File: config.mk
export PLATFORM = sky130hd
export DESIGN_NAME = lrsdi_top
export DESIGN_NICKNAME = d
export VERILOG_FILES = /design/src/verilog/lrsdi_pkg.sv /design/src/verilog/lrsdi_byte_asm.sv /design/src/verilog/lrsdi_id_check.sv /design/src/verilog/lrsdi_top.sv
export VERILOG_INCLUDE_DIRS = /design/src /design/src/verilog
export SDC_FILE = /design/constraint.sdc
export NUM_CORES = 1
export LEC_CHECK = 0
export ABC_AREA = 1
export BUFFER_PORTS_ARGS = -buffer_cell sky130_fd_sc_hd__buf_2
export CORE_MARGIN = 2
export CORE_UTILIZATION = 62
export CTS_CLUSTER_SIZE = 14
export DETAILED_ROUTE_END_ITERATION = 12
export GPL_TIMING_DRIVEN = 0
export PLACE_DENSITY_LB_ADDON = 0.08
export SLEW_MARGIN = 20
export SYNTH_ARGS = -nofsm -noshare
export SYNTH_HDL_FRONTEND = slang
export SYNTH_SLANG_ARGS = --single-unit
File: constraint.sdc
create_clock -name i_ref_clk -period 3.12 [get_ports i_ref_clk]
set_input_delay 0.624 -clock i_ref_clk [delete_from_list [all_inputs] [get_ports i_ref_clk]]
set_output_delay 0.624 -clock i_ref_clk [all_outputs]
set_load 0.01 [all_outputs]
File: src/verilog/lrsdi_consts.svh
`ifndef LRSDI_CONSTS_SVH
`define LRSDI_CONSTS_SVH

// ****************************************
// register addresses
// ****************************************
`define LRSDI_ADDR_CTRL0 8'h20
`define LRSDI_ADDR_CTRL1 8'h21
`define LRSDI_ADDR_STATUS 8'h24
`define LRSDI_ADDR_DATA 8'h25
`define LRSDI_ADDR_IDH 8'h26
`define LRSDI_ADDR_IDL 8'h27

// ****************************************
// receiver_status bit positions
// ****************************************
`define LRSDI_ST_DR 7
`define LRSDI_ST_ER 6
`define LRSDI_ST_CD 5
`define LRSDI_ST_ID 4
`define LRSDI_ST_OV 3
`define LRSDI_ST_EOM 2
`define LRSDI_ST_LOW_POWER_SNIFF_SELECT 1
`define LRSDI_ST_ACK 0

// ****************************************
// control register bit positions
// ****************************************
`define LRSDI_C0_IE_DR 7
`define LRSDI_C0_IE_ER 6
`define LRSDI_C0_IE_CD 5
`define LRSDI_C0_IE_ID 4
`define LRSDI_C0_PAGE 0
`define LRSDI_C1_ID_CHECK_SELECT_LO 0
`define LRSDI_C1_ID_CHECK_SELECT_HI 1
`define LRSDI_C1_CARRIER_MODE_SELECT 2
`define LRSDI_C1_TOGGLE_MODE_SELECT 3
`define LRSDI_C1_DIGITAL_DECODER_ENABLE 4
`define LRSDI_C1_VCNT_LO 5
`define LRSDI_C1_VCNT_HI 7

// ****************************************
// reset values
// ****************************************
`define LRSDI_STATUS_RST 8'h02
`define LRSDI_CTRL0_RST 8'h00
`define LRSDI_CTRL1_RST 8'h30
`define LRSDI_ID_RST 8'h00

// ****************************************
// timing
// ****************************************
`define LRSDI_CLK_MHZ 100
`define LRSDI_SNIFF_EXTRA_US 200
`define LRSDI_SNIFF_EXTRA_CYC (`LRSDI_SNIFF_EXTRA_US * `LRSDI_CLK_MHZ)

`endif

File: src/verilog/lrsdi_pkg.sv
package lrsdi_pkg;

    // register port request
    typedef struct packed {
        logic [7:0] addr;
        logic [7:0] wdata;
        logic wr;
        logic rd;
    } lrsdi_bus_t;

    // events from the decoder front end
    typedef struct packed {
        logic bit_valid;
        logic bit_val;
        logic sync;
        logic manch_err;
        logic eom_err;
        logic id_done;
        logic carrier_valid;
        logic carrier_lost;
        logic [15:0] id;
    } lrsdi_rx_ev_t;

    typedef struct packed {
        logic dr;
        logic er;
        logic cd;
        logic idm;
        logic ov;
        logic eom;
    } lrsdi_flags_t;

    typedef struct packed {
        logic [7:0] shift;
        logic [2:0] cnt;
        logic valid;
        logic [7:0] byte_q;
    } lrsdi_asm_st_t;

    typedef struct packed {
        logic match;
        logic reject;
    } lrsdi_idc_st_t;

    typedef struct packed {
        lrsdi_flags_t flags;
        logic low_power_sniff_select;
        logic ack;
        logic [7:0] data;
        logic [7:0] idh;
        logic [7:0] idl;
        logic [7:0] ctrl0;
        logic [7:0] ctrl1;
        logic [7:0] rdata;
        logic [2:0] vcnt;
        logic stored;
        logic ignore;
        logic carrier_mode_select_prev;
        logic [14:0] sniff_cnt;
    } lrsdi_top_st_t;

endpackage

File: src/verilog/lrsdi_byte_asm.sv
`timescale 1ns/1ps
module lrsdi_byte_asm
    import lrsdi_pkg::*;
(
    // clock and reset
    input wire logic i_ref_clk,
    input wire logic i_rstn,
    // serial bits
    input wire logic i_en,
    input wire logic i_sync,
    input wire logic i_bit_valid,
    input wire logic i_bit_val,
    // assembled byte
    output logic o_byte_valid,
    output logic [7:0] o_byte
);

    lrsdi_asm_st_t st_q;
    lrsdi_asm_st_t st_d;

    // msb first; a sync restarts the count so a partial byte never leaks out
    always_comb begin
        st_d = st_q;
        st_d.valid = 1'b0;
        if (i_sync) begin
            st_d.cnt = 3'h0;
        end else if (i_en && i_bit_valid) begin
            st_d.shift = {st_q.shift[6:0], i_bit_val};
            st_d.cnt = st_q.cnt + 3'h1;
            if (st_q.cnt == 3'h7) begin
                st_d.valid = 1'b1;
                st_d.byte_q = {st_q.shift[6:0], i_bit_val};
            end
        end
    end

    // state register
    always_ff @(posedge i_ref_clk) begin
        if (!i_rstn) begin
            st_q <= '0;
        end else begin
            st_q <= st_d;
        end
    end

    assign o_byte_valid = st_q.valid;
    assign o_byte = st_q.byte_q;

endmodule // lrsdi_byte_asm

File: src/verilog/lrsdi_id_check.sv
`timescale 1ns/1ps
module lrsdi_id_check
    import lrsdi_pkg::*;
(
    // clock and reset
    input wire logic i_ref_clk,
    input wire logic i_rstn,
    // comparison inputs
    input wire logic [1:0] i_sel,
    input wire logic [15:0] i_stored,
    input wire logic [15:0] i_rx_id,
    input wire logic i_id_done,
    // results, one-cycle pulses
    output logic o_match,
    output logic o_reject
);

    lrsdi_idc_st_t st_q;
    lrsdi_idc_st_t st_d;
    logic eq;

    // 01 low byte, 10 high byte, 11 both, 00 full word with no rejection
    always_comb begin
        unique case (i_sel)
            2'h1: eq = (i_rx_id[7:0] == i_stored[7:0]);
            2'h2: eq = (i_rx_id[15:8] == i_stored[15:8]);
            default: eq = (i_rx_id == i_stored);
        endcase
        st_d.match = i_id_done && eq;
        st_d.reject = i_id_done && !eq && (i_sel != 2'h0);
    end

    // state register
    always_ff @(posedge i_ref_clk) begin
        if (!i_rstn) begin
            st_q <= '0;
        end else begin
            st_q <= st_d;
        end
    end

    assign o_match = st_q.match;
    assign o_reject = st_q.reject;

endmodule // lrsdi_id_check

File: src/verilog/lrsdi_top.sv
// Local design decisions: the register offsets and strobed register access.
`timescale 1ns/1ps
`include "lrsdi_consts.svh"

// How it works
// - completed byte sets byte ready bit 7
// - ack write or data read clears ready
// - enabled ready, error, id flags raise irq
// - manchester timing error sets error bit 6
// - carrier mode keeps error, overrun, eom clear
// - enough consecutive validations set carrier bit 5
// - received id equal stored sets bit 4
// - new byte over unread byte sets overrun
// - eom error after stored byte sets bit 2
// - sniff select resets high, slows transition
// - ack write one clears all six flags
// - ack bit self clears next clock edge
// - ack reads zero, reset leaves it alone
// - reset clears all six status flags
// - serial bits assembled into byte register
// - received byte register ignores writes
// - page registers only with page zero
// - sixteen bit id in two bytes
// - mismatching id message is ignored
// - reset clears both id bytes
// - carrier irq enable ignored in data mode
// - status layout fixed, reset value 0x02
module lrsdi_top
    import lrsdi_pkg::*;
#(
    parameter int SNIFF_CYC = `LRSDI_SNIFF_EXTRA_CYC
) (
    // clock and reset
    input wire logic i_ref_clk,
    input wire logic i_rstn,
    // register port
    input wire lrsdi_bus_t i_bus,
    output logic [7:0] o_rdata,
    // decoder front end
    input wire lrsdi_rx_ev_t i_rx,
    // processor side
    output logic o_irq,
    output logic o_msg_ignored,
    // receiver controls
    output logic o_low_power_sniff,
    output logic o_data_path_ready,
    output logic o_page_sel,
    output logic [15:0] o_match_id
);

    // ****************************************
    // state and decode
    // ****************************************
    lrsdi_top_st_t st_q;
    lrsdi_top_st_t st_d;
    logic byte_valid;
    logic [7:0] byte_new;
    logic id_match;
    logic id_reject;
    logic carrier_mode_select;
    logic digital_decoder_enable;
    logic data_on;
    logic asm_en;
    logic [3:0] vnext;
    logic [2:0] vcfg;
    localparam logic [7:0] STATUS_RST = `LRSDI_STATUS_RST;

    // paged registers vanish while the page select bit is set
    function automatic logic hit(input logic [7:0] a, input logic [7:0] want,
                                 input logic page);
        logic paged;
        paged = (want != `LRSDI_ADDR_CTRL0) && (want != `LRSDI_ADDR_CTRL1);
        return (a == want) && !(paged && page);
    endfunction

    assign carrier_mode_select = st_q.ctrl1[`LRSDI_C1_CARRIER_MODE_SELECT];
    assign digital_decoder_enable = st_q.ctrl1[`LRSDI_C1_DIGITAL_DECODER_ENABLE];
    assign data_on = !carrier_mode_select && digital_decoder_enable;
    assign asm_en = data_on && !st_q.ignore;
    assign vcfg = st_q.ctrl1[`LRSDI_C1_VCNT_HI:`LRSDI_C1_VCNT_LO];
    assign vnext = {1'b0, st_q.vcnt} + 4'h1;

    // ****************************************
    // sub blocks
    // ****************************************
    // byte assembly
    lrsdi_byte_asm u_asm (
        .i_ref_clk(i_ref_clk),
        .i_rstn(i_rstn),
        .i_en(asm_en),
        .i_sync(i_rx.sync),
        .i_bit_valid(i_rx.bit_valid),
        .i_bit_val(i_rx.bit_val),
        .o_byte_valid(byte_valid),
        .o_byte(byte_new)
    );

    lrsdi_id_check u_idc (
        .i_ref_clk(i_ref_clk),
        .i_rstn(i_rstn),
        .i_sel(st_q.ctrl1[`LRSDI_C1_ID_CHECK_SELECT_HI:`LRSDI_C1_ID_CHECK_SELECT_LO]),
        .i_stored({st_q.idh, st_q.idl}),
        .i_rx_id(i_rx.id),
        .i_id_done(i_rx.id_done && data_on),
        .o_match(id_match),
        .o_reject(id_reject)
    );

    // ****************************************
    // next state
    // ****************************************
    // ack and data read clears are applied first so that every set below overrides them
    always_comb begin
        st_d = st_q;
        st_d.rdata = 8'h00;
        st_d.carrier_mode_select_prev = carrier_mode_select;
        // ack only lives for one cycle
        st_d.ack = i_bus.wr && hit(i_bus.addr, `LRSDI_ADDR_STATUS, o_page_sel)
                   && i_bus.wdata[`LRSDI_ST_ACK];
        // register writes
        // data register has no write path
        if (i_bus.wr) begin
            if (hit(i_bus.addr, `LRSDI_ADDR_CTRL0, o_page_sel)) begin
                st_d.ctrl0 = i_bus.wdata;
            end
            if (hit(i_bus.addr, `LRSDI_ADDR_CTRL1, o_page_sel)) begin
                st_d.ctrl1 = i_bus.wdata;
            end
            if (hit(i_bus.addr, `LRSDI_ADDR_STATUS, o_page_sel)) begin
                st_d.low_power_sniff_select = i_bus.wdata[`LRSDI_ST_LOW_POWER_SNIFF_SELECT];
            end
            if (hit(i_bus.addr, `LRSDI_ADDR_IDH, o_page_sel)) begin
                st_d.idh = i_bus.wdata;
            end
            if (hit(i_bus.addr, `LRSDI_ADDR_IDL, o_page_sel)) begin
                st_d.idl = i_bus.wdata;
            end
        end
        if (st_q.ack) begin
            st_d.flags = '0;
        end
        if (i_bus.rd && hit(i_bus.addr, `LRSDI_ADDR_DATA, o_page_sel)) begin
            st_d.flags.dr = 1'b0;
        end
        if (byte_valid) begin
            st_d.data = byte_new;
            st_d.stored = 1'b1;
            st_d.flags.dr = 1'b1;
            if (st_q.flags.dr) begin
                st_d.flags.ov = 1'b1;
            end
        end
        if (i_rx.manch_err && data_on) begin
            st_d.flags.er = 1'b1;
        end
        // eom only after a stored byte
        if (i_rx.eom_err && data_on && st_q.stored) begin
            st_d.flags.eom = 1'b1;
        end
        if (id_match) begin
            st_d.flags.idm = 1'b1;
        end
        // drop the rest of a foreign message
        if (id_reject) begin
            st_d.ignore = 1'b1;
        end
        if (i_rx.sync) begin
            st_d.ignore = 1'b0;
            st_d.stored = 1'b0;
        end
        // consecutive validation count, off in toggle mode
        if (carrier_mode_select && !st_q.ctrl1[`LRSDI_C1_TOGGLE_MODE_SELECT]) begin
            if (i_rx.carrier_lost) begin
                st_d.vcnt = 3'h0;
            end else if (i_rx.carrier_valid) begin
                if (vnext >= {1'b0, vcfg}) begin
                    st_d.flags.cd = 1'b1;
                    st_d.vcnt = 3'h0;
                end else begin
                    st_d.vcnt = vnext[2:0];
                end
            end
        end else begin
            st_d.vcnt = 3'h0;
        end
        // unused flags held clear in carrier mode
        if (carrier_mode_select) begin
            st_d.flags.er = 1'b0;
            st_d.flags.ov = 1'b0;
            st_d.flags.eom = 1'b0;
        end
        // low power sniff costs a slower data hand-over
        if (st_q.carrier_mode_select_prev && !carrier_mode_select && st_q.low_power_sniff_select) begin
            st_d.sniff_cnt = SNIFF_CYC[14:0];
        end else if (st_q.sniff_cnt != 15'h0000) begin
            st_d.sniff_cnt = st_q.sniff_cnt - 15'h0001;
        end
        // register reads, answered one cycle later
        if (i_bus.rd) begin
            if (hit(i_bus.addr, `LRSDI_ADDR_CTRL0, o_page_sel)) begin
                st_d.rdata = st_q.ctrl0;
            end
            if (hit(i_bus.addr, `LRSDI_ADDR_CTRL1, o_page_sel)) begin
                st_d.rdata = st_q.ctrl1;
            end
            if (hit(i_bus.addr, `LRSDI_ADDR_STATUS, o_page_sel)) begin
                st_d.rdata = {st_q.flags.dr, st_q.flags.er, st_q.flags.cd,
                              st_q.flags.idm, st_q.flags.ov, st_q.flags.eom,
                              st_q.low_power_sniff_select, 1'b0};
            end
            if (hit(i_bus.addr, `LRSDI_ADDR_DATA, o_page_sel)) begin
                st_d.rdata = st_q.data;
            end
            if (hit(i_bus.addr, `LRSDI_ADDR_IDH, o_page_sel)) begin
                st_d.rdata = st_q.idh;
            end
            if (hit(i_bus.addr, `LRSDI_ADDR_IDL, o_page_sel)) begin
                st_d.rdata = st_q.idl;
            end
        end
    end

    // ****************************************
    // state register
    // ****************************************
    // the ack bit keeps running under reset; a write cannot occur then anyway
    always_ff @(posedge i_ref_clk) begin
        if (!i_rstn) begin
            st_q <= '0;
            // flags clear, id clear, sniff set
            st_q.flags <= '0;
            st_q.low_power_sniff_select <= STATUS_RST[`LRSDI_ST_LOW_POWER_SNIFF_SELECT];
            st_q.idh <= `LRSDI_ID_RST;
            st_q.idl <= `LRSDI_ID_RST;
            st_q.ctrl0 <= `LRSDI_CTRL0_RST;
            st_q.ctrl1 <= `LRSDI_CTRL1_RST;
            st_q.ack <= st_d.ack;
        end else begin
            st_q <= st_d;
        end
    end

    // ****************************************
    // outputs
    // ****************************************
    // enabled flags, carrier enable gated, plain or
    assign o_irq = (st_q.flags.dr && st_q.ctrl0[`LRSDI_C0_IE_DR])
                 || (st_q.flags.er && st_q.ctrl0[`LRSDI_C0_IE_ER])
                 || (st_q.flags.idm && st_q.ctrl0[`LRSDI_C0_IE_ID])
                 || (st_q.flags.cd && st_q.ctrl0[`LRSDI_C0_IE_CD]
                     && (carrier_mode_select || !digital_decoder_enable));
    assign o_rdata = st_q.rdata;
    assign o_msg_ignored = st_q.ignore;
    assign o_low_power_sniff = st_q.low_power_sniff_select;
    // the cycle that leaves carrier mode is held off too, before the count has loaded
    assign o_data_path_ready = !carrier_mode_select && (st_q.sniff_cnt == 15'h0000)
                             && !(st_q.carrier_mode_select_prev && st_q.low_power_sniff_select);
    assign o_page_sel = st_q.ctrl0[`LRSDI_C0_PAGE];
    assign o_match_id = {st_q.idh, st_q.idl};
endmodule // lrsdi_top

==> reports/summary.txt, run 1 <==
Clock Path Buffers: 2
IO Pins: 73
Mapped Cells: 677
WS Path Type: flop to primary output
Clock Skew: 0.00922 ns
Die H: 94.0 um
Final Hold Violating Endpoints: 0
Hold-fix buffers, CTS: 0
crit path from: st_q[0]
first-pass GRT wire length: 21,100 um
RSZ-0062 raised after global routing: false
Reg2Reg Depth: 9
post-synth cell types: 37
CP Cell Sequence: inv_1, ha_1, nand2_2, inv_1, nand3_1, or2_1, a211oi_1, buf_2
Final min period: 2.90 ns
CORE AREA: 7810 um2
H-tree levels: 3
IO Port Bufs: 72
final setup fails: 0
# resized after CTS: 0
Layout area overhead: 14.5%
RR Startpoint: st_q[18]
clock sink total: 98
Slowest cell on crit path: dfxtp_1
CTS tree: built
Min-Delay Path Class: flop to flop
drt drc: 0
via count: 4,732
Worst Path Buf+Inv: 3
multi-input gate area in the final layout: 2360 um2
Clk Latency, worst-skew pair: 0.37 ns
n_diodes: 0
pwr dens: 558 nW/um2
outcome: finished clean
register area: 1960 um2
Initial Util: 64.3%
Fmax achieved: 345 MHz
Via density: 5.46
hold slack: 0.465 ns
CP arrival: 2.28 ns
Synth async-reset ratio: 0%
Post-Syn Area per Cell: 7.42 um2
number of antenna-violating nets in the routed design: 0
Worst path most repeated cell: inv_1
required time worst endpoint: 2.50 ns
Crit. End Element: primary output
Top delay family on crit path: simple AND/OR/NAND/NOR gates
final period utilization: 92.9%
clock-pin slew on the worst setup and hold paths: 0.10 ns
slowest stage delay, CP: 0.34 ns
total power: 0.00321 W
area leader, netlist: dfxtp_1
HPWL Detailed: 10,000 um
DRT Wirelength: 13,000 um
FF+latch count, synth: 98
top-area cell type share of the netlist area: 39.1%
Crit. path cell count: 8
Setup crit end: o_data_path_ready
Slew @ Worst Pin: 0.657 ns
net count after synthesis: 731
Max VDD drop: 0.410 mV
R2R Setup Slk: 1.28 ns
gr ovfl total: 0
synth warn: 0
Wirelength per Cell: 15.0 um
post-CTS setup buffer count: 0
crit-path max FO: 5
Slew HR: 56.2%
Post-synth EDFFs: 0
largest net degree at the start of global routing: 19
commonest register cell after synthesis: dfxtp_1
Root Driver: clkbuf_8
Final nets: 814
Fillers: 669
Final Max Tran Viols: 0
synth top area cells: dfxtp_1, nand2_1, inv_1
fraction of layout cells with a size suffix above 1: 22.2%
Die Span X: 94.0 um
TNS Setup: 0 ns
max cap viols: 0
DRT iter0 DRCs: 460
register area share after synthesis: 39.1%
Leak Pwr: 2.68 nW
clock buffer count from CTS: 9
FF-to-FF End: st_q[20]
die area: 8840 um2
Placer Congestion: 0.969
Tot GR Track Use: 30.7%
initial antenna violation count: 0
vias in the first global route: 4,494
std cell rows: 32
CP Launch Type: flop
Post-Synthesis Cell Area: 5020 um2
Initial DRT Pass Iterations: 5
[layout by cell type, fill, tap and decap left out, types with 7 or more instances in the layout]
| master | n |
|---|---|
| inv_1 | 94 |
| dfxtp_1 | 98 |
| nor2_1 | 82 |
| buf_2 | 77 |
| nand3_1 | 30 |
| nand2_1 | 101 |
| nand3_2 | 7 |
| o21ai_0 | 26 |
| xor2_1 | 7 |
| o211ai_1 | 7 |
| a21oi_1 | 50 |
| inv_2 | 11 |
| xnor2_1 | 7 |
| nand4_1 | 30 |
| ha_1 | 10 |
| o21ai_1 | 7 |
| a211oi_1 | 21 |
| buf_4 | 28 |
| clkbuf_8 | 10 |
[cells by family (layout without fill, tap and decap cells)]
family	count (synthesis)	count (layout)	synth area share, %
DFF	98	98	39.1
xor gates and xnor gates	14	14	2.44
and+or+nand+nor	280	280	27.0
AOI/OAI and AO/OA	125	125	15.0
buffers and inverters	150	238	14.0
adders and majority gates	10	10	2.49
[per-stage QoR]
step / instance area (um2) / utilization [%] / setup slack [ns] / cells
after detailed placement: 5510 / 70.6 / 0.671 / 851
after floorplan: 5020 / - / 0.973 / 677
after global placement: 5510 / 70.6 / 0.679 / 851
after CTS: 5750 / 73.7 / 0.251 / 867
final: 5750 / 73.7 / 0.221 / 867
after global routing: 5750 / 73.7 / 0.0428 / 867
[state kept, by name, indices dropped and copies added, names as in the netlist]
name and flops:
o_msg_ignored 1, st_q 48, digital_decoder_enable 1, carrier_mode_select 1
o_match_id 16, u_idc.o_reject 1, u_asm.st_q 10, u_idc.o_match 1
o_low_power_sniff 1, u_asm.o_byte 8, o_rdata 8, u_asm.o_byte_valid 1
o_page_sel 1
[worst min-delay path by stage]
stage	start	slack (ns)	to	depth (start not counted)
after CTS	u_asm.o_byte[3]	0.47	u_asm.o_byte[3]	2
after global placement	u_idc.o_match	0.43	st_q[73]	2
after global routing	i_rx[22]	0.48	u_asm.o_byte[0]	3
final	u_asm.o_byte[3]	0.47	u_asm.o_byte[3]	2
after floorplan	u_idc.o_match	0.41	st_q[73]	2
after detailed placement	u_idc.o_reject	0.45	o_msg_ignored	2
[cell usage after synthesis (6+ instances only)]
cell / n
nand2_1: 101
dfxtp_1: 98
inv_1: 94
nor2_1: 82
a21oi_1: 50
nand3_1: 30
nand4_1: 30
buf_4: 28
o21ai_0: 26
a211oi_1: 21
inv_2: 11
ha_1: 10
nand3_2: 7
o211ai_1: 7
o21ai_1: 7
xnor2_1: 7
xor2_1: 7
a211oi_2: 6
clkbuf_1: 6
nor2_4: 6
o22ai_1: 6
[routing by layer]
layer / GRT usage [%] / part of all wire [%]
met4: 10.0 / 1.8
met2: 49.9 / 46
met3: 5.78 / 6.8
met5: 0 / 0
met1: 41.1 / 45
[cell type report]
type / instances / share of cell area (%)
clock inverters: 6 / 1.83
plain buffers: 44 / 5.33
well taps: 102 / 2.22
repair buffers: 72 / 6.26
clock buffers: 10 / 2.39
flip-flops and latches: 98 / 34.1
multi-input cells: 429 / 41.0
inverters: 106 / 6.91
[power breakdown]
group          total (W)  switching (W)  internal [W]  leakage [nW]
Combinational   0.000824       0.000515      0.000309          1.76
Clock           0.000967       0.000475      0.000492         0.122
Sequential       0.00142      0.0000802       0.00134         0.793
Total            0.00321        0.00107       0.00214          2.68
[worst register-to-register path, cell delays in order, from the launching register on]
cell and delay (ns):
dfxtp_1 0.43, ha_1 0.29, ha_1 0.28, o21ai_0 0.10, nand2_1 0.10, a21oi_1 0.15, nand2_1 0.11, inv_1 0.10
nand3_1 0.08, a21oi_1 0.14
Power figures use the tool's default switching activity.
==> inputs of run 2 (changes only) <==
Settings changed: CORE_ASPECT_RATIO set to 0.8.
==> reports/summary.txt, run 2 (synthesis results as in run 1) <==
n_diodes: 0 (unchanged)
# resized after CTS: 0 (unchanged)
IO Pins: 73 (unchanged)
crit-path max FO: 5 (unchanged)
WS Path Type: flop to primary output
Wirelength per Cell: 14.5 um (-3.5%)
required time worst endpoint: 2.50 ns (about the same)
DRT Wirelength: 12,700 um (-2.9%)
final period utilization: 91.7% (-1.3 points)
IO Port Bufs: 72 (unchanged)
fraction of layout cells with a size suffix above 1: 22.2% (unchanged)
Reg2Reg Depth: 8 (-1)
Initial DRT Pass Iterations: 5 (unchanged)
Fillers: 707 (+5.7%)
Clock Path Buffers: 2 (unchanged)
clock-pin slew on the worst setup and hold paths: 0.11 ns (about the same)
Clk Latency, worst-skew pair: 0.38 ns (about the same)
Max VDD drop: 0.414 mV (+0.80%)
CP arrival: 2.24 ns (-0.04 ns)
combinational share of power: 26.7% (+1.0 points)
Biggest register: st_q
clock group share of total power: 26.8% (-3.3 points)
post-CTS setup buffer count: 0 (unchanged)
Layout area overhead: 13.7%
initial antenna violation count: 0 (unchanged)
Clock Skew: 0.0110 ns (+0.00176 ns)
Tot GR Track Use: 29.3% (-1.4 points)
outcome: finished clean
gr ovfl total: 0 (unchanged)
CTS tree: built
worst hold stages: 2 (unchanged)
sw frac: 35.7% (+2.4 points)
Final Max Tran Viols: 0 (unchanged)
CORE AREA: 7910 um2 (+1.3%)
Final Hold Violating Endpoints: 0 (unchanged)
max cap viols: 0 (unchanged)
H-tree levels: 3 (unchanged)
drt drc: 0 (unchanged)
Slew @ Worst Pin: 0.650 ns (-0.00740 ns)
Initial Util: 63.5% (-0.83 points)
clock sink total: 98 (unchanged)
Die H: 84.5 um (-10%)
vias in the first global route: 4,358 (-3.0%)
Root Driver: clkbuf_8
CP Launch Type: flop
most common cell after layout, fill and taps aside: nand2_1
Final min period: 2.86 ns (-0.0396 ns)
final setup fails: 0 (unchanged)
Hold-fix buffers, CTS: 0 (unchanged)
Crit. End Element: primary output
most frequent cells in the layout: nand2_1, dfxtp_1, inv_1
RSZ-0062 raised after global routing: false
Slew HR: 56.7% (+0.49 points)
number of antenna-violating nets in the routed design: 0 (unchanged)
sw power: 0.00109 W (+1.9%)
internal power: 0.00196 W (-8.3%)
Placer Congestion: 0.955 (-1.5%)
Finished Layout Cells: 873 (+0.69%)
via count: 4,714 (-0.38%)
Fmax achieved: 350 MHz (+1.4%)
TNS Setup: 0 ns (unchanged)
std cell rows: 29 (-9.4%)
Placed Cells: 857 (+0.71%)
first-pass GRT wire length: 20,500 um (-2.6%)
Via density: 5.40 (-1.1%)
Final nets: 814 (unchanged)
max reg flops: 48 (unchanged)
Leak Pwr: 2.65 nW (-0.97%)
die area: 8840 um2 (about the same)
Min-Delay Path Class: flop to flop
largest net degree at the start of global routing: 20 (+1)
HPWL Detailed: 9880 um (-1.6%)
clock buffer count from CTS: 9 (unchanged)
sequential share of power: 46.6% (+2.4 points)
Die Span X: 105 um (+11%)
pwr dens: 535 nW/um2 (-4.2%)
DRT iter0 DRCs: 331 (-28%)
[run 2: changes by cell type in the layout (fill, tap and decap cells not counted), sizes merged]
cell      change
clkbuf        -1
clkinvlp      +1
inv           +2
bufinv        -2
[run 2: metal layers]
| layer | vias up | track usage [%] | part of all wire, % | wire (um) |
|---|---|---|---|---|
| met5 | - | 0 | 0 | 0 |
| li1 | 2356 | - | - | - |
| met1 | 2151 | 41.6 | 46 | 5810 |
| met4 | 0 | 8.73 | 2.1 | 268 |
| met3 | 31 | 7.30 | 8.7 | 1100 |
| met2 | 176 | 44.2 | 43 | 5490 |
[run 2: critical path, cell delays in order, from the launching register on]
cell and delay (ns):
dfxtp_1 0.35, inv_1 0.14, ha_1 0.31, nand2_2 0.13, inv_1 0.09, nand3_1 0.12, or2_1 0.31, a211oi_1 0.25
buf_2 0.18
[run 2: final timing paths]
kind	startpoint	to	slack (ns)
hold reg to reg	u_idc.o_match	st_q[73]	0.45
hold / removal	u_idc.o_match	st_q[73]	0.45
setup reg to reg	st_q[0]	st_q[1]	1.38
setup / recovery	st_q[0]	o_data_path_ready	0.26
[run 2: power by group through the flow]
stage          Sequential [W]  Clock [W]  Combinational [W]
2_1_floorplan         0.00143          0           0.000636
3_3_place_gp          0.00144          0           0.000776
3_5_place_dp          0.00145          0           0.000807
4_1_cts               0.00142   0.000828           0.000810
5_1_grt               0.00144   0.000875           0.000927
6_report              0.00142   0.000817           0.000815
[run 2: metrics by stage]
stage | hold slack, ns | util, % | worst slack, ns | total power (W) | instance area (um2)
3_3_place_gp | 0.424 | 69.8 | 0.709 | 0.00222 | 5520
3_5_place_dp | 0.426 | 69.8 | 0.671 | 0.00225 | 5520
2_1_floorplan | 0.413 | - | 0.973 | 0.00206 | 5020
6_report | 0.449 | 72.2 | 0.260 | 0.00305 | 5710
4_1_cts | 0.452 | 72.2 | 0.246 | 0.00306 | 5710
5_1_grt | 0.465 | 72.2 | 0.111 | 0.00324 | 5710
[run 2: layout make-up]
| type | count | area (um2) | area share [%] |
|---|---|---|---|
| plain buffers | 44 | 307 | 5.37 |
| clock buffers | 9 | 124 | 2.17 |
| clock inverters | 7 | 67.6 | 1.18 |
| inverters | 106 | 398 | 6.97 |
| multi-input cells | 429 | 2360 | 41.3 |
| flip-flops and latches | 98 | 1960 | 34.4 |
| well taps | 108 | 135 | 2.37 |
| repair buffers | 72 | 360 | 6.31 |
==> inputs of run 3 (changes only) <==
Settings changed: CORE_UTILIZATION 62 to 47.
==> reports/summary.txt, run 3 (synthesis results as in run 1) <==
outcome: finished clean
max cap viols: 0 (unchanged)
clock group share of total power: 33.1% (+6.3 points)
Tot GR Track Use: 23.4% (-5.9 points)
multi-input gate area in the final layout: 2360 um2 (unchanged)
H-tree levels: 3 (unchanged)
Worst path most repeated cell: inv_1
final period utilization: 91.0% (-0.61 points)
crit path from: st_q[0]
Final min period: 2.84 ns (-0.0191 ns)
combinational share of power: 24.3% (-2.4 points)
Slew HR: 55.6% (-1.1 points)
Clock Path Buffers: 2 (unchanged)
std cell rows: 33 (+14%)
dpl ws: 0.654 ns (-0.0169 ns)
HPWL Detailed: 10,200 um (+3.5%)
gr ovfl total: 0 (unchanged)
sw power: 0.00112 W (+2.5%)
initial antenna violation count: 0 (unchanged)
Worst Path Buf+Inv: 3 (unchanged)
IO Pins: 73 (unchanged)
Root Driver: clkbuf_16
clock-pin slew on the worst setup and hold paths: 0.08 ns (-0.03 ns)
clock sink total: 98 (unchanged)
n_diodes: 0 (unchanged)
Clk Latency, worst-skew pair: 0.35 ns (-0.03 ns)
CP Launch Type: flop
CP arrival: 2.22 ns (-0.02 ns)
Die Span X: 120 um (+14%)
first-pass GRT wire length: 20,900 um (+1.5%)
Min-Delay Path Class: flop to flop
DRT iter0 DRCs: 370 (+12%)
RR Startpoint: st_q[0]
R2R Setup Slk: 1.38 ns (about the same)
RSZ-0062 raised after global routing: false
Layout area overhead: 16.6%
Initial Util: 48.7% (-15 points)
Slew @ Worst Pin: 0.666 ns (+0.0161 ns)
Final Max Tran Viols: 0 (unchanged)
WS Path Type: flop to primary output
Max VDD drop: 0.347 mV (-16%)
TNS Setup: 0 ns (unchanged)
Crit. End Element: primary output
pwr dens: 569 nW/um2 (+6.4%)
largest net degree at the start of global routing: 20 (unchanged)
most frequent cells in the layout: nand2_1, dfxtp_1, inv_1
vias in the first global route: 4,194 (-3.8%)
Wirelength per Cell: 14.3 um (-1.1%)
Final nets: 814 (unchanged)
IO Port Bufs: 72 (unchanged)
sequential share of power: 42.6% (-4.0 points)
Slowest cell on crit path: dfxtp_1
Placer Congestion: 0.927 (-3.0%)
via count: 4,675 (-0.83%)
# resized after CTS: 0 (unchanged)
Clock Skew: 0.00936 ns (-0.00162 ns)
crit-path max FO: 5 (unchanged)
sw frac: 33.6% (-2.2 points)
most common cell after layout, fill and taps aside: nand2_1
post-CTS setup buffer count: 0 (unchanged)
fraction of layout cells with a size suffix above 1: 22.2% (unchanged)
Biggest register: st_q
Via density: 5.17 (-4.3%)
required time worst endpoint: 2.50 ns (about the same)
Top delay family on crit path: simple AND/OR/NAND/NOR gates
CORE AREA: 10,300 um2 (+30%)
max reg flops: 48 (unchanged)
slowest stage delay, CP: 0.33 ns (-0.02 ns)
Fmax achieved: 352 MHz (+0.67%)
die area: 11,500 um2 (+30%)
FF-to-FF End: st_q[1]
register area: 1960 um2 (unchanged)
final setup fails: 0 (unchanged)
worst hold stages: 2 (unchanged)
Hold-fix buffers, CTS: 0 (unchanged)
DRT Wirelength: 13,000 um (+2.5%)
Initial DRT Pass Iterations: 5 (unchanged)
Final Hold Violating Endpoints: 0 (unchanged)
drt drc: 0 (unchanged)
Leak Pwr: 2.70 nW (+1.9%)
internal power: 0.00221 W (+13%)
Die H: 96.5 um (+14%)
min-delay src: u_idc.o_match
CP Cell Sequence: inv_1, ha_1, nand2_2, inv_1, nand3_1, or2_1, a211oi_1, buf_2
setup ws final: 0.279 ns (+0.0191 ns)
Hold Path Sink: st_q[73]
clock buffer count from CTS: 9 (unchanged)
Fillers: 1,014 (+43%)
Reg2Reg Depth: 8 (unchanged)
CTS tree: built
number of antenna-violating nets in the routed design: 0 (unchanged)
Crit. path cell count: 8 (unchanged)
[run 3: worst min-delay path, stage by stage, from the launching register on]
cell     delay [ns]
dfxtp_1        0.33
a21oi_1        0.04
nor2_1         0.07
[run 3: power groups by stage]
stage          Sequential [W]  Clock (W)  Combinational, W
6_report              0.00142    0.00110          0.000810
5_1_grt               0.00143    0.00118          0.000930
4_1_cts               0.00142    0.00112          0.000810
3_5_place_dp          0.00145          0          0.000805
3_3_place_gp          0.00144          0          0.000789
2_1_floorplan         0.00143          0          0.000636
[run 3: worst max path at each step]
| stage | end |
|---|---|
| 2_1_floorplan | o_data_path_ready |
| 5_1_grt | o_data_path_ready |
| 3_5_place_dp | o_data_path_ready |
| 4_1_cts | o_data_path_ready |
| 6_report | o_data_path_ready |
| 3_3_place_gp | o_data_path_ready |
[run 3: metal layers]
layer / vias up / share of wire [%] / GRT usage [%] / wire, um
met3: 29 / 7.5 / 5.22 / 974
met2: 152 / 41 / 34.4 / 5280
met1: 2134 / 50 / 33.6 / 6470
met5: - / 0 / 0 / 0
li1: 2360 / - / - / -
met4: 0 / 1.9 / 8.53 / 250
[run 3: cell type report]
cell class,count,area share [%]
plain buffers,44,5.24
multi-input cells,429,40.3
flip-flops and latches,98,33.5
well taps,140,2.99
repair buffers,72,6.15
inverters,106,6.79
clock buffers,9,3.85
clock inverters,7,1.22
[run 3: metrics by stage]
stage / utilization, % / instance area, um2 / instances / hold WS [ns] / power, W
6_report: 56.7 / 5860 / 905 / 0.463 / 0.00333
5_1_grt: 56.7 / 5860 / 905 / 0.483 / 0.00354
4_1_cts: 56.7 / 5860 / 905 / 0.462 / 0.00335
3_5_place_dp: 53.9 / 5560 / 889 / 0.453 / 0.00225
3_3_place_gp: 53.9 / 5560 / 889 / 0.442 / 0.00223
2_1_floorplan: - / 5020 / 677 / 0.413 / 0.00206
